$ cat config.mk
export PLATFORM = sky130hd
export DESIGN_NAME = lcg_top
export DESIGN_NICKNAME = d
export VERILOG_FILES = /design/src/pkg/lcg_pkg.sv /design/src/verilog/lcg_gate.sv /design/src/verilog/lcg_top.sv
export SDC_FILE = /design/constraint.sdc
export NUM_CORES = 1
export LEC_CHECK = 0
export ABC_CLOCK_PERIOD_IN_PS = 3800
export BUFFER_PORTS_ARGS = -buffer_cell sky130_fd_sc_hd__clkbuf_2
export CELL_PAD_IN_SITES_DETAIL_PLACEMENT = 0
export CELL_PAD_IN_SITES_GLOBAL_PLACEMENT = 1
export CORE_MARGIN = 2
export CORE_UTILIZATION = 42
export CTS_BUF_LIST = sky130_fd_sc_hd__clkbuf_2 sky130_fd_sc_hd__clkbuf_4 sky130_fd_sc_hd__clkbuf_8
export DETAILED_ROUTE_END_ITERATION = 16
export GPL_TIMING_DRIVEN = 0
export PLACE_DENSITY_LB_ADDON = 0.1
export SYNTH_ARGS = -nofsm -noshare
export SYNTH_HDL_FRONTEND = slang
export SYNTH_SLANG_ARGS = --single-unit
$ cat constraint.sdc
create_clock -name aclk -period 3.8 [get_ports aclk]
set_input_delay 0.19 -clock aclk [delete_from_list [all_inputs] [get_ports aclk]]
set_output_delay 0.19 -clock aclk [all_outputs]
set_load 0.01 [all_outputs]
$ cat src/pkg/lcg_pkg.sv
// Constants shared by the logic cell input gating block.
// Assumes a 32-bit AXI4-Lite register bus with word-aligned registers.
package lcg_pkg;
  localparam int unsigned LCG_ADDR_W = 8;
  localparam logic [7:0] LCG_OFS_CH1_SEL = 8'h00;
  localparam logic [7:0] LCG_OFS_CH2_SEL = 8'h04;
  localparam logic [7:0] LCG_OFS_CH3_SEL = 8'h08;
  localparam logic [7:0] LCG_OFS_CH4_SEL = 8'h0c;
  localparam logic [7:0] LCG_OFS_GATE0_SEL = 8'h10;
  localparam logic [7:0] LCG_OFS_GATE1_SEL = 8'h14;
  localparam logic [7:0] LCG_OFS_GATE_POL = 8'h18;
  localparam logic [7:0] LCG_OFS_STATUS = 8'h1c;
  localparam int unsigned LCG_SEL_W = 6;
  localparam int unsigned LCG_GATE_W = 8;
  localparam int unsigned LCG_NUM_CH = 4;
  localparam logic [1:0] LCG_RESP_OKAY = 2'h0;
  localparam logic [1:0] LCG_RESP_SLVERR = 2'h2;
endpackage

$ cat src/verilog/lcg_gate.sv
// One gate of the logic cell: an OR of selected true and inverted channels.
// Assumes the term-select byte pairs channels as true on odd, inverted on even.
`timescale 1ns/1ns
`default_nettype none
module lcg_gate #(
  parameter int unsigned NUM_CH = 4
) (
  input wire logic [NUM_CH-1:0] channels,
  input wire logic [2*NUM_CH-1:0] term_select,
  input wire logic invert,
  output logic gate_out
);
  logic [2*NUM_CH-1:0] terms;

  // Expand each channel into its inverted (even) and true (odd) term.
  always_comb begin
    for (int i = 0; i < NUM_CH; i++) begin
      terms[2*i] = ~channels[i] & term_select[2*i];
      terms[2*i+1] = channels[i] & term_select[2*i+1];
    end
  end

  // A cleared select bit drops the term; no term gives zero before the invert.
  assign gate_out = (|terms) ^ invert;
endmodule
`default_nettype wire

$ cat src/verilog/lcg_top.sv
// Logic cell input selection and gate 0/1 term logic with AXI4-Lite registers.
// Assumes the source bus is synchronous to aclk; code mapping is external.
`timescale 1ns/1ns
`default_nettype none
// Behaviour
// Channel 1 comes from the source picked by its 6-bit field.
// Channels 2 to 4 each come from their own 6-bit field.
// Selection register bits 7 and 6 store nothing and read zero.
// Configuration has no reset value; other resets leave it unchanged.
// Gate 0 odd bits admit true channels 4,3,2,1.
// Gate 0 even bits admit inverted channels 4,3,2,1.
// Gate 1 odd bits admit true channels 4,3,2,1.
// Gate 1 even bits admit inverted channels 4,3,2,1.
// A cleared select bit removes its term from the gate.
// A per-gate polarity bit inverts the gate output when set.
// Each gate ORs its admitted terms, zero when none admitted.
module lcg_top #(
  parameter int unsigned NUM_SRC = 64
) (
  input wire logic aclk,
  input wire logic aresetn,
  input wire logic [NUM_SRC-1:0] source_bus,
  input wire logic [lcg_pkg::LCG_ADDR_W-1:0] s_axi_awaddr,
  input wire logic s_axi_awvalid,
  output logic s_axi_awready,
  input wire logic [31:0] s_axi_wdata,
  input wire logic [3:0] s_axi_wstrb,
  input wire logic s_axi_wvalid,
  output logic s_axi_wready,
  output logic [1:0] s_axi_bresp,
  output logic s_axi_bvalid,
  input wire logic s_axi_bready,
  input wire logic [lcg_pkg::LCG_ADDR_W-1:0] s_axi_araddr,
  input wire logic s_axi_arvalid,
  output logic s_axi_arready,
  output logic [31:0] s_axi_rdata,
  output logic [1:0] s_axi_rresp,
  output logic s_axi_rvalid,
  input wire logic s_axi_rready,
  output logic [3:0] data_channels,
  output logic gate0_out,
  output logic gate1_out
);
  import lcg_pkg::*;

  initial begin
    if (NUM_SRC < 1 || NUM_SRC > 64) begin
      $error("NUM_SRC must be 1 to 64");
    end
  end

  // Configuration storage; deliberately outside the reset.
  logic [LCG_SEL_W-1:0] ch_source_field [LCG_NUM_CH];
  logic [LCG_GATE_W-1:0] gate_zero_term_select;
  logic [LCG_GATE_W-1:0] gate_one_term_select;
  logic [1:0] gate_output_invert;
  logic [LCG_SEL_W-1:0] next_ch_source_field [LCG_NUM_CH];
  logic [LCG_GATE_W-1:0] next_gate_zero_term_select;
  logic [LCG_GATE_W-1:0] next_gate_one_term_select;
  logic [1:0] next_gate_output_invert;

  // Bus handshake state.
  logic aw_held, w_held;
  logic [LCG_ADDR_W-1:0] aw_addr;
  logic [31:0] w_data;
  logic [3:0] w_strb;
  logic next_aw_held, next_w_held;
  logic [LCG_ADDR_W-1:0] next_aw_addr;
  logic [31:0] next_w_data;
  logic [3:0] next_w_strb;
  logic next_bvalid, next_rvalid;
  logic [1:0] next_bresp, next_rresp;
  logic [31:0] next_rdata;
  logic do_write, write_hit;

  // Channel and gate datapath.
  logic [3:0] channels;
  logic [3:0] next_data_channels;
  logic gate0_comb, gate1_comb;

  // Select each channel from the source bus by its field.
  always_comb begin
    for (int c = 0; c < LCG_NUM_CH; c++) begin
      if (32'(ch_source_field[c]) < NUM_SRC) begin
        channels[c] = source_bus[ch_source_field[c]];
      end else begin
        channels[c] = 1'b0;
      end
    end
  end

  lcg_gate #(.NUM_CH(LCG_NUM_CH)) u_gate0 (
    .channels(channels),
    .term_select(gate_zero_term_select),
    .invert(gate_output_invert[0]),
    .gate_out(gate0_comb)
  );

  lcg_gate #(.NUM_CH(LCG_NUM_CH)) u_gate1 (
    .channels(channels),
    .term_select(gate_one_term_select),
    .invert(gate_output_invert[1]),
    .gate_out(gate1_comb)
  );

  assign next_data_channels = channels;

  // Outputs are registered one cycle after the channel and gate logic.
  always_ff @(posedge aclk) begin
    if (!aresetn) begin
      data_channels <= 4'h0;
      gate0_out <= 1'b0;
      gate1_out <= 1'b0;
    end else begin
      data_channels <= next_data_channels;
      gate0_out <= gate0_comb;
      gate1_out <= gate1_comb;
    end
  end

  // Write channel: accept address and data in any order, then respond.
  always_comb begin
    next_aw_held = aw_held;
    next_w_held = w_held;
    next_aw_addr = aw_addr;
    next_w_data = w_data;
    next_w_strb = w_strb;
    next_bvalid = s_axi_bvalid;
    next_bresp = s_axi_bresp;
    if (s_axi_awvalid && s_axi_awready) begin
      next_aw_held = 1'b1;
      next_aw_addr = s_axi_awaddr;
    end
    if (s_axi_wvalid && s_axi_wready) begin
      next_w_held = 1'b1;
      next_w_data = s_axi_wdata;
      next_w_strb = s_axi_wstrb;
    end
    do_write = aw_held && w_held && !s_axi_bvalid;
    write_hit = (aw_addr == LCG_OFS_CH1_SEL) || (aw_addr == LCG_OFS_CH2_SEL)
      || (aw_addr == LCG_OFS_CH3_SEL) || (aw_addr == LCG_OFS_CH4_SEL)
      || (aw_addr == LCG_OFS_GATE0_SEL) || (aw_addr == LCG_OFS_GATE1_SEL)
      || (aw_addr == LCG_OFS_GATE_POL) || (aw_addr == LCG_OFS_STATUS);
    if (do_write) begin
      next_aw_held = 1'b0;
      next_w_held = 1'b0;
      next_bvalid = 1'b1;
      next_bresp = write_hit ? LCG_RESP_OKAY : LCG_RESP_SLVERR;
    end else if (s_axi_bvalid && s_axi_bready) begin
      next_bvalid = 1'b0;
    end
  end

  // Register writes; only byte lane 0 carries data, upper bits not stored.
  always_comb begin
    next_ch_source_field = ch_source_field;
    next_gate_zero_term_select = gate_zero_term_select;
    next_gate_one_term_select = gate_one_term_select;
    next_gate_output_invert = gate_output_invert;
    if (do_write && w_strb[0]) begin
      if (aw_addr == LCG_OFS_CH1_SEL) begin
        next_ch_source_field[0] = w_data[LCG_SEL_W-1:0];
      end else if (aw_addr == LCG_OFS_CH2_SEL) begin
        next_ch_source_field[1] = w_data[LCG_SEL_W-1:0];
      end else if (aw_addr == LCG_OFS_CH3_SEL) begin
        next_ch_source_field[2] = w_data[LCG_SEL_W-1:0];
      end else if (aw_addr == LCG_OFS_CH4_SEL) begin
        next_ch_source_field[3] = w_data[LCG_SEL_W-1:0];
      end else if (aw_addr == LCG_OFS_GATE0_SEL) begin
        next_gate_zero_term_select = w_data[LCG_GATE_W-1:0];
      end else if (aw_addr == LCG_OFS_GATE1_SEL) begin
        next_gate_one_term_select = w_data[LCG_GATE_W-1:0];
      end else if (aw_addr == LCG_OFS_GATE_POL) begin
        next_gate_output_invert = w_data[1:0];
      end
    end
  end

  // Configuration holds across bus reset; it is unknown at power-on.
  always_ff @(posedge aclk) begin
    ch_source_field <= next_ch_source_field;
    gate_zero_term_select <= next_gate_zero_term_select;
    gate_one_term_select <= next_gate_one_term_select;
    gate_output_invert <= next_gate_output_invert;
  end

  // Read channel: one read at a time, data zero-extended to 32 bits.
  always_comb begin
    next_rvalid = s_axi_rvalid;
    next_rdata = s_axi_rdata;
    next_rresp = s_axi_rresp;
    if (s_axi_arvalid && s_axi_arready) begin
      next_rvalid = 1'b1;
      next_rresp = LCG_RESP_OKAY;
      next_rdata = 32'h0;
      if (s_axi_araddr == LCG_OFS_CH1_SEL) begin
        next_rdata = {26'h0, ch_source_field[0]};
      end else if (s_axi_araddr == LCG_OFS_CH2_SEL) begin
        next_rdata = {26'h0, ch_source_field[1]};
      end else if (s_axi_araddr == LCG_OFS_CH3_SEL) begin
        next_rdata = {26'h0, ch_source_field[2]};
      end else if (s_axi_araddr == LCG_OFS_CH4_SEL) begin
        next_rdata = {26'h0, ch_source_field[3]};
      end else if (s_axi_araddr == LCG_OFS_GATE0_SEL) begin
        next_rdata = {24'h0, gate_zero_term_select};
      end else if (s_axi_araddr == LCG_OFS_GATE1_SEL) begin
        next_rdata = {24'h0, gate_one_term_select};
      end else if (s_axi_araddr == LCG_OFS_GATE_POL) begin
        next_rdata = {30'h0, gate_output_invert};
      end else if (s_axi_araddr == LCG_OFS_STATUS) begin
        next_rdata = {26'h0, gate1_out, gate0_out, data_channels};
      end else begin
        next_rresp = LCG_RESP_SLVERR;
      end
    end else if (s_axi_rvalid && s_axi_rready) begin
      next_rvalid = 1'b0;
    end
  end

  // Bus registers; ready signals are registered and idle-high after reset.
  always_ff @(posedge aclk) begin
    if (!aresetn) begin
      aw_held <= 1'b0;
      w_held <= 1'b0;
      aw_addr <= '0;
      w_data <= 32'h0;
      w_strb <= 4'h0;
      s_axi_awready <= 1'b0;
      s_axi_wready <= 1'b0;
      s_axi_bvalid <= 1'b0;
      s_axi_bresp <= 2'h0;
      s_axi_arready <= 1'b0;
      s_axi_rvalid <= 1'b0;
      s_axi_rdata <= 32'h0;
      s_axi_rresp <= 2'h0;
    end else begin
      aw_held <= next_aw_held;
      w_held <= next_w_held;
      aw_addr <= next_aw_addr;
      w_data <= next_w_data;
      w_strb <= next_w_strb;
      s_axi_awready <= !next_aw_held && !next_bvalid;
      s_axi_wready <= !next_w_held && !next_bvalid;
      s_axi_bvalid <= next_bvalid;
      s_axi_bresp <= next_bresp;
      s_axi_arready <= !next_rvalid;
      s_axi_rvalid <= next_rvalid;
      s_axi_rdata <= next_rdata;
      s_axi_rresp <= next_rresp;
    end
  end

  // Gate output follows its registered terms and polarity.
  gate_zero_track_a: assert property (@(posedge aclk) disable iff (!aresetn)
    gate0_out == $past(((|({channels, ~channels} & {gate_zero_term_select[7],
      gate_zero_term_select[5], gate_zero_term_select[3],
      gate_zero_term_select[1], gate_zero_term_select[6],
      gate_zero_term_select[4], gate_zero_term_select[2],
      gate_zero_term_select[0]}))) ^ gate_output_invert[0]))
    else $error("gate 0 output disagrees with its terms");
  gate_one_track_a: assert property (@(posedge aclk) disable iff (!aresetn)
    gate1_out == $past(((|({channels, ~channels} & {gate_one_term_select[7],
      gate_one_term_select[5], gate_one_term_select[3],
      gate_one_term_select[1], gate_one_term_select[6],
      gate_one_term_select[4], gate_one_term_select[2],
      gate_one_term_select[0]}))) ^ gate_output_invert[1]))
    else $error("gate 1 output disagrees with its terms");
  gate_none_zero_a: assert property (@(posedge aclk) disable iff (!aresetn)
    ($past(gate_zero_term_select) == 8'h00 && !$past(gate_output_invert[0]))
      |-> !gate0_out)
    else $error("empty gate 0 is not zero");
  pol_invert_a: assert property (@(posedge aclk) disable iff (!aresetn)
    ($past(gate_zero_term_select) == 8'h00 && $past(gate_output_invert[0]))
      |-> gate0_out)
    else $error("gate 0 polarity not applied");
  ch_one_route_a: assert property (@(posedge aclk) disable iff (!aresetn)
    (32'(ch_source_field[0]) < NUM_SRC) |=> data_channels[0] ==
      $past(source_bus[ch_source_field[0]]))
    else $error("channel 1 not routed from its source");
  ch_four_route_a: assert property (@(posedge aclk) disable iff (!aresetn)
    (32'(ch_source_field[3]) < NUM_SRC) |=> data_channels[3] ==
      $past(source_bus[ch_source_field[3]]))
    else $error("channel 4 not routed from its source");
  sel_upper_zero_a: assert property (@(posedge aclk) disable iff (!aresetn)
    (s_axi_arvalid && s_axi_arready && s_axi_araddr == LCG_OFS_CH1_SEL)
      |=> s_axi_rvalid && s_axi_rdata[31:6] == 26'h0)
    else $error("selection upper bits not zero");
  cfg_hold_a: assert property (@(posedge aclk)
    !$past(aresetn) && !$past(do_write) |->
      gate_one_term_select == $past(gate_one_term_select))
    else $error("configuration changed by reset");
  wr_resp_a: assert property (@(posedge aclk) disable iff (!aresetn)
    do_write |=> s_axi_bvalid)
    else $error("write response missing");

  write_gate0_c: cover property (@(posedge aclk) disable iff (!aresetn)
    do_write && aw_addr == LCG_OFS_GATE0_SEL);
  read_status_c: cover property (@(posedge aclk) disable iff (!aresetn)
    s_axi_arvalid && s_axi_arready && s_axi_araddr == LCG_OFS_STATUS);
  gate_toggle_c: cover property (@(posedge aclk) disable iff (!aresetn)
    $rose(gate1_out));
  bad_addr_c: cover property (@(posedge aclk) disable iff (!aresetn)
    s_axi_bvalid && s_axi_bresp == LCG_RESP_SLVERR);
endmodule
`default_nettype wire
Word-level counts from Yosys, hierarchy flattened
Cells that the tools add are included.
- input port bits: 123
- flip-flop bits (word level): 108
- output and inout bits: 47
- logic and storage cells: 135
- reductions and logical operators: 33
- bitwise gates (word level): 28
- multiplexer cells: 33
- equality and inequality tests: 14
- order comparisons: 4
- operators by type and width (operator ; count):
    8-bit by 5-bit equality test with 1-bit output (second input constant) ; 8
    8-bit 2-to-1 mux ; 6
    8-bit by 4-bit equality test with 1-bit output (second input constant) ; 4
    6-bit by 7-bit < comparator with 1-bit output (second input constant) ; 4
    1-bit binary-select mux with 6-bit select ; 4
    2-bit 2-to-1 mux ; 9
    1-bit bitwise AND ; 16
    8-bit by 3-bit equality test with 1-bit output (second input constant) ; 2
    8-bit zero test ; 2
    8-bit OR reduction ; 2
    1-bit 2-to-1 mux ; 12
    6-bit 2-to-1 mux ; 2
    1-bit logical AND ; 10
    1-bit NOT ; 10
    8-bit AND reduction ; 1
    1-bit logical OR ; 7
    7-bit AND reduction ; 1
    6-bit AND reduction ; 1
    1-bit zero test ; 5
    5-bit AND reduction ; 1
    4-bit AND reduction ; 1
    3-bit AND reduction ; 1
    2-bit AND reduction ; 1
    1-bit XOR ; 2

Longest topological paths before layout
Gate-level depths: netlist (run 1).
- depth after elaboration: 9
- depth in mapped cells: 10
- depth with buffers taken out: 8

By module
Synthesis (run 1) repeated with hierarchy kept, for this count alone.
- cell total of the unflattened synthesis: 487
- area, all modules: 5849.4 µm²
- modules (own cells, without submodules) (module ; instances ; cells each ; area an instance (µm²) ; seq. area each (µm²)):
    lcg_top ; 1 ; 475 ; 5739.3 ; 2062.0
    lcg_gate ; 2 ; 6 ; 55.1 ; 0.0

Worst setup path after synthesis (run 1)
OpenSTA, ideal clock, no wires.
- kind: register -> register
- from: reg ch_source_field[6] (netlist bit)
- to: reg gate0_out
- setup time: 0.072 ns
- path slack: 0.929 ns
- period minus slack after synthesis: 2.871 ns
- path buffers: 1
- data arrival time: 2.799 ns
- stages on the path, launching flop included: 9
- data required time: 3.728 ns
- cells stage by stage: edfxtp_1 -> clkbuf_1 -> mux4_2 -> nand3b_1 -> a41o_4 -> mux2i_1 -> or4_1 -> a2111oi_2 -> mux2i_1
- word-level cells in the longest chain between the ends: 6
- elaborated cells between the ends (all ways): 7
- classes of those cells: mux: 2; bitwise: 4; reduce/logical: 1
- ends and longest elaborated chain (item ; RTL line ; text):
    start: declaration ; lcg_top.sv:53 ; logic [LCG_SEL_W-1:0] ch_source_field [LCG_NUM_CH];
    start signal: assignment ; lcg_top.sv:181 ; ch_source_field <= next_ch_source_field;
    1-bit binary-select mux with 6-bit select * ; lcg_top.sv:85 ; channels[c] = source_bus[ch_source_field[c]];
    1-bit 2-to-1 mux (implied by the code) * ; lcg_top.sv:85 ;
    1-bit NOT ; lcg_gate.sv:18 ; terms[2*i] = ~channels[i] & term_select[2*i];
    1-bit bitwise AND ; lcg_gate.sv:18 ;
    8-bit OR reduction * ; lcg_gate.sv:24 ; assign gate_out = (|terms) ^ invert;
    1-bit XOR * ; lcg_gate.sv:24 ;
    end signal: assignment ; lcg_top.sv:116 ; gate0_out <= gate0_comb;
    end: declaration ; lcg_top.sv:41 ; output logic gate0_out,
Mark *: on every way between the ends. The rest lies on a longest branch, timed or not. The select of a mux whose other input is x is not followed.
A chain may end at the register's enable or synchronous reset.

Final worst setup path (run 1)
Same ends and word-level chain as after synthesis.

==> metrics.yaml, run 1 <==
powerDensity_nw_per_um2: 256.9
fin_cells: 942
synth_cell_types: 65
cts_hold_buf: 0
final_common_cell: "clkbuf_2"
synth_xor_area_frac: 0
p_sw_frac: 0.2668
post-route-period-util: 0.9223
p_int_w: 0.001403
ys_seq_area_frac: 0.3248
grt_max_degree: 16
clock_power_share: 0.338
clk_latency_ps: 360
final_nets: 876
p_leak_nw: 2.950
synth-edff-count: 42
yosys.area.top_type: "edfxtp_1"
criticalPathCategory: "reg -> reg"
final-seq-area_um2: 2062
routedWlPerCell_um: 21.22
cp_max_fo: 10
run_status: "completed"
reg2reg_slack_ps: 300
synth_compound_area_frac: 0.1210
synth-simple-area-share: 0.1616
min_path_type: "in -> reg"
cts_tree: "yes"
dp_hpwl_um: 15670
clock_path_buffers: 2
p_total_w: 0.001913
grtUsageTotal: 0.2463
synth_top_area_frac: 0.1987
coreArea_um2: 14640
slew_headroom: 0.4335
postRouteAntennaNets: 0
numPortBuffers: 115
cts.sinks: 82
rsz0062_at_grt: "no"
mostFrequentLayoutCells: "clkbuf_2, nand2_1, mux2i_1"
drive_gt1_frac: 0.3206
cts-resized-gates: 0
p_comb_frac: 0.157
grt_first_pass_wirelength_um: 30190
synth_seq_cells: 82
start_util: 0.4335
drt_iter0_markers: 537
die_w_um: 126.9
via_count: 5659
setup_viol: 0
max_slew.worst_pin.slew_ps: 849.7
routed_wl_um: 19990
end_kind: "flop"
ys_warn_count: 0
diodes: 0
maxSlewViolCount: 0
synth_adder_area_share: 0
area_delta_synth_final_pct: 17.30
use_met3: 0.04133
dr.pass1.iters: 7
maxCapViolCount: 0
vdd_drop_max_mv: 0.2256
met1_usage: 0.3362
cts_made_buffers: 9
setup_tns_ps: 0
met2_usage: 0.4086
num_io_pins: 170
syn_area_um2: 6349
hold_violations: 0
fin_crit_ps: 3505
start_kind: "flop"
grt_antenna_before_repair: 0
yosys-top-cells-area: "edfxtp_1, mux4_2, dfxtp_1, mux2i_1, mux4_1"
syn_area_per_cell_um2: 10.55
multi_input_comb_area_um2: 3929
dpl.cell_count: 926
root_buffer: "clkbuf_8"
grt_overflow_total: 0
timing.fmax_ghz: 0.2853
p_switching_w: 0.0005105
first_global_vias: 5329
die_area_um2: 16120
nFillCells: 1420
setup_slack_ps: 295.4
synthCells: 602
synthMuxAreaShare: 0.3209
rows: 44
clk_pin_slew_ps: 90
gp_congestion: 0.9425
async_flop_share: 0
critPathArrivalTime_ps: 3790
cts_setup_buffers: 0
avgViaCountPerCell: 6.007
grt_most_used_layer: "met2"
drc: 0
pre_cts_ws_ps: 347.1
ys.flop_type: "edfxtp_1"
seq_power_share: 0.505
htreeDepth: 3
synth_top_family_by_area: "multiplexers"
cp.required_ps: 4090
die_h_um: 126.9
fin_skew_ps: 14.78
## critical path, stage by stage, from the launching register on
cell	delay (ps)
edfxtp_1	510
clkbuf_1	680
mux4_2	610
nand3b_1	120
a41o_4	250
mux2i_1	80
or4_1	520
a2111oi_2	430
mux2i_1	220
## path summary, 6_finish.rpt
kind	from	end	cells past startpoint
setup / recovery	ch_source_field[6]$_DFFE_PP_	gate0_out$_SDFF_PN0_	8
hold reg to reg	w_held$_SDFF_PN0_	s_axi_wready$_SDFF_PN0_	1
hold / removal	s_axi_awaddr[1]	aw_addr[1]$_SDFFE_PN0P_	3
setup reg to reg	ch_source_field[6]$_DFFE_PP_	gate0_out$_SDFF_PN0_	8
## kinds of logic after synthesis
family,after synthesis
and+or+nand+nor,206
other,1
DFF,82
muxes,130
buffers and inverters,78
AOI/OAI and AO/OA,105
## final cells by class
class                   count  area share
inverters                   9    0.004536
well taps                 184     0.03091
flip-flops and latches     82      0.2769
clock buffers               9     0.01663
plain buffers              69     0.05612
clock inverters             7     0.01008
multi-input cells         467      0.5276
repair buffers            115     0.07728
## metrics by stage
stage	util	area, um2	hold slack, ps
floorplan	-	6442	326.0
global placement	0.4950	7248	411.5
detailed placement	0.4950	7248	420.2
CTS	0.5085	7447	17.98
global route	0.5085	7447	30.61
finish	0.5085	7447	36.11
## metal layers
layer	vias to the layer above	routed length [um]
li1	2596	-
met2	311	9568
met3	25	1613
met4	0	352
met1	2727	8452
met5	-	0
## flip-flops by register name, summed over array words and instances (netlist names)
name                   flops
data_channels              4
s_axi_bresp                1
gate0_out                  1
ch_source_field           24
w_strb                     1
s_axi_rresp                1
w_data                     8
s_axi_rdata                8
s_axi_awready              1
s_axi_wready               1
gate_output_invert         2
gate1_out                  1
gate_one_term_select       8
aw_addr                    8
w_held                     1
gate_zero_term_select      8
s_axi_rvalid               1
s_axi_arready              1
s_axi_bvalid               1
aw_held                    1
## power by group through the flow
stage	sequential, W	combinational, W	clock (W)
2_1_floorplan	0.000985	0.000171	0
3_3_place_gp	0.000986	0.000290	0
3_5_place_dp	0.000987	0.000295	0
4_1_cts	0.000967	0.000297	0.000666
5_1_grt	0.000970	0.000324	0.000697
6_report	0.000967	0.000300	0.000646
## Yosys cell counts (3+ instances only)
cell,number
nand2b_1,9
a41oi_1,4
nand3_1,19
edfxtp_1,42
and3_1,5
clkbuf_1,22
nor2_1,35
mux2_2,22
mux2i_1,55
mux4_2,37
or4_1,4
buf_2,10
buf_1,3
o22ai_1,4
a2bb2oi_1,3
dfxtp_1,40
a2111oi_2,3
nor2b_1,9
mux4_1,15
a22o_1,3
a21oi_1,30
a31oi_1,8
o211ai_1,3
nand2_1,72
nand3b_1,13
inv_1,8
a211oi_1,4
buf_6,3
buf_4,29
and2_1,5
a22oi_1,8
o21ai_0,12
nand4_1,3
nor3_1,15
No activity file was read; power rests on OpenSTA's default activity.
==> run 2, diff against run 1 <==
CORE_ASPECT_RATIO = 2   (was not set)
==> run 2 against run 1 <==
Hold slack gained 7.4 ps. Design area increased by 0.60%. Sequential cell count unchanged. Routed wire length up 9.7%. Die area increased by 0.37%. Sequential power hardly changed. First-iteration DRC count decreased by 46%. Sequential share of layout area shrank 0.17 points. Cell count grew 1.2%. Critical path depth stayed put. Largest power group unchanged. Largest cell class unchanged. Non-clock buffer count is the same. Setup slack got worse by 62 ps.
==> metrics.yaml, run 2 (same netlist as run 1, synthesis figures left out) <==
via_count: 5648
p_leak_nw: 2.973
final_nets: 876
setup_tns_ps: 0
mostFrequentLayoutCells: "clkbuf_2, nand2_1, mux2i_1"
num_io_pins: 170
path_common_cell: "mux2i_1"
fin_skew_ps: 12.95
grt_first_pass_wirelength_um: 32950
cts-resized-gates: 0
run_status: "completed"
cts.sinks: 82
routedWlPerCell_um: 23.01
first_global_vias: 5814
crit_buf_inv: 1
regMostFlops: "ch_source_field"
dr.pass1.iters: 5
area_delta_synth_final_pct: 18.01
cts_made_buffers: 9
multi_input_comb_area_um2: 3929
clock_path_buffers: 2
nFillCells: 1484
max_slew.worst_pin.slew_ps: 870.4
hold_violations: 0
dp_hpwl_um: 18100
cp.required_ps: 4080
start_kind: "flop"
cp_max_fo: 10
cpMaxStageDelayCell: "clkbuf_1"
critPathArrivalTime_ps: 3840
start_util: 0.4284
rows: 63
drc: 0
clk_pin_slew_ps: 90
die_area_um2: 16170
powerDensity_nw_per_um2: 266.4
final_common_cell: "clkbuf_2"
maxSlewViolCount: 0
setup_viol: 0
rsz0062_at_grt: "no"
grtUsageTotal: 0.2721
criticalPathCategory: "reg -> reg"
grt_overflow_total: 0
postRouteAntennaNets: 0
grt_antenna_before_repair: 0
slew_headroom: 0.4197
cts_tree: "yes"
vdd_drop_max_mv: 0.2549
final-seq-area_um2: 2062
numPortBuffers: 115
gp_congestion: 0.9640
fin_crit_ps: 3567
cts_hold_buf: 0
diodes: 0
slowest_delay_ps: 700
cp_cell_sequence: "clkbuf_1 -> mux2i_1 -> mux2i_1 -> and4b_1 -> or4_1 -> a221o_1 -> a2111oi_2 -> mux2i_1"
htreeDepth: 3
clk_latency_ps: 360
drive_gt1_frac: 0.3219
min_path_type: "in -> reg"
largest_reg_flops: 24
die_w_um: 90.94
maxCapViolCount: 0
coreArea_um2: 14820
post-route-period-util: 0.9386
die_h_um: 177.9
p_total_w: 0.001996
timing.fmax_ghz: 0.2804
root_buffer: "clkbuf_8"
grt_max_degree: 17
critPathTopFamily: "multiplexers"
cts_setup_buffers: 0
avgViaCountPerCell: 5.927
drt_iter0_markers: 291
routed_wl_um: 21930
end_kind: "flop"
-- run 2: cell count changes in the layout (fill, tap and decap cells not counted) --
cell / change
bufinv_16: +1
clkinv_1: -1
clkinvlp_4: -2
inv_6: +1
inv_8: +1
-- run 2: power breakdown --
part           internal [W]  total [W]  switching [W]
sequential         0.000948   0.000965      0.0000179
clock              0.000384   0.000727       0.000343
combinational      0.000147   0.000304       0.000157
total               0.00148    0.00200       0.000518
-- run 2: path summary, 6_finish.rpt --
check / end / slack, ps / depth (start not counted) / from
worst max-delay path: gate1_out$_SDFF_PN0_ / 230 / 8 / ch_source_field[6]$_DFFE_PP_
worst min-delay path: aw_addr[5]$_SDFFE_PN0P_ / 40 / 3 / s_axi_awaddr[5]
worst max register to register: gate1_out$_SDFF_PN0_ / 230 / 8 / ch_source_field[6]$_DFFE_PP_
worst min register to register: aw_addr[6]$_SDFFE_PN0P_ / 460 / 2 / aw_addr[6]$_SDFFE_PN0P_
-- run 2: per-layer routing --
layer | global-route usage | vias up | share of wire
met2 | 0.5219 | 242 | 0.56
met4 | 0.2172 | 0 | 0.082
li1 | - | 2605 | -
met1 | 0.2513 | 2716 | 0.32
met5 | 0 | - | 0
met3 | 0.03355 | 85 | 0.042
-- run 2: final cells by class --
type,instances,area share
Buffer,69,0.05578
Clock buffer,9,0.01653
Clock inverter,7,0.01420
Inverter,9,0.004509
Multi-Input combinational cell,467,0.5244
Sequential cell,82,0.2752
Tap cell,195,0.03257
Timing Repair Buffer,115,0.07682
-- run 2: worst register-to-register path, cell delays in order (launching register included) --
cell and delay (ps):
edfxtp_1 520, clkbuf_1 700, mux2i_1 480, mux2i_1 200, and4b_1 230, or4_1 540, a221o_1 290, a2111oi_2 290
mux2i_1 250
-- run 2: through the flow --
step / setup WS (ps) / cell area (um2) / hold WS [ps] / std cells / utilization
finish: 233.3 / 7492 / 43.52 / 953 / 0.5056
global route: 22.71 / 7492 / 36.76 / 953 / 0.5056
CTS: 157.6 / 7492 / 24.72 / 953 / 0.5056
detailed placement: 195.5 / 7262 / 419.5 / 937 / 0.4900
global placement: 202.8 / 7262 / 414.1 / 937 / 0.4900
floorplan: 929.1 / 6442 / 326.0 / 627 / -
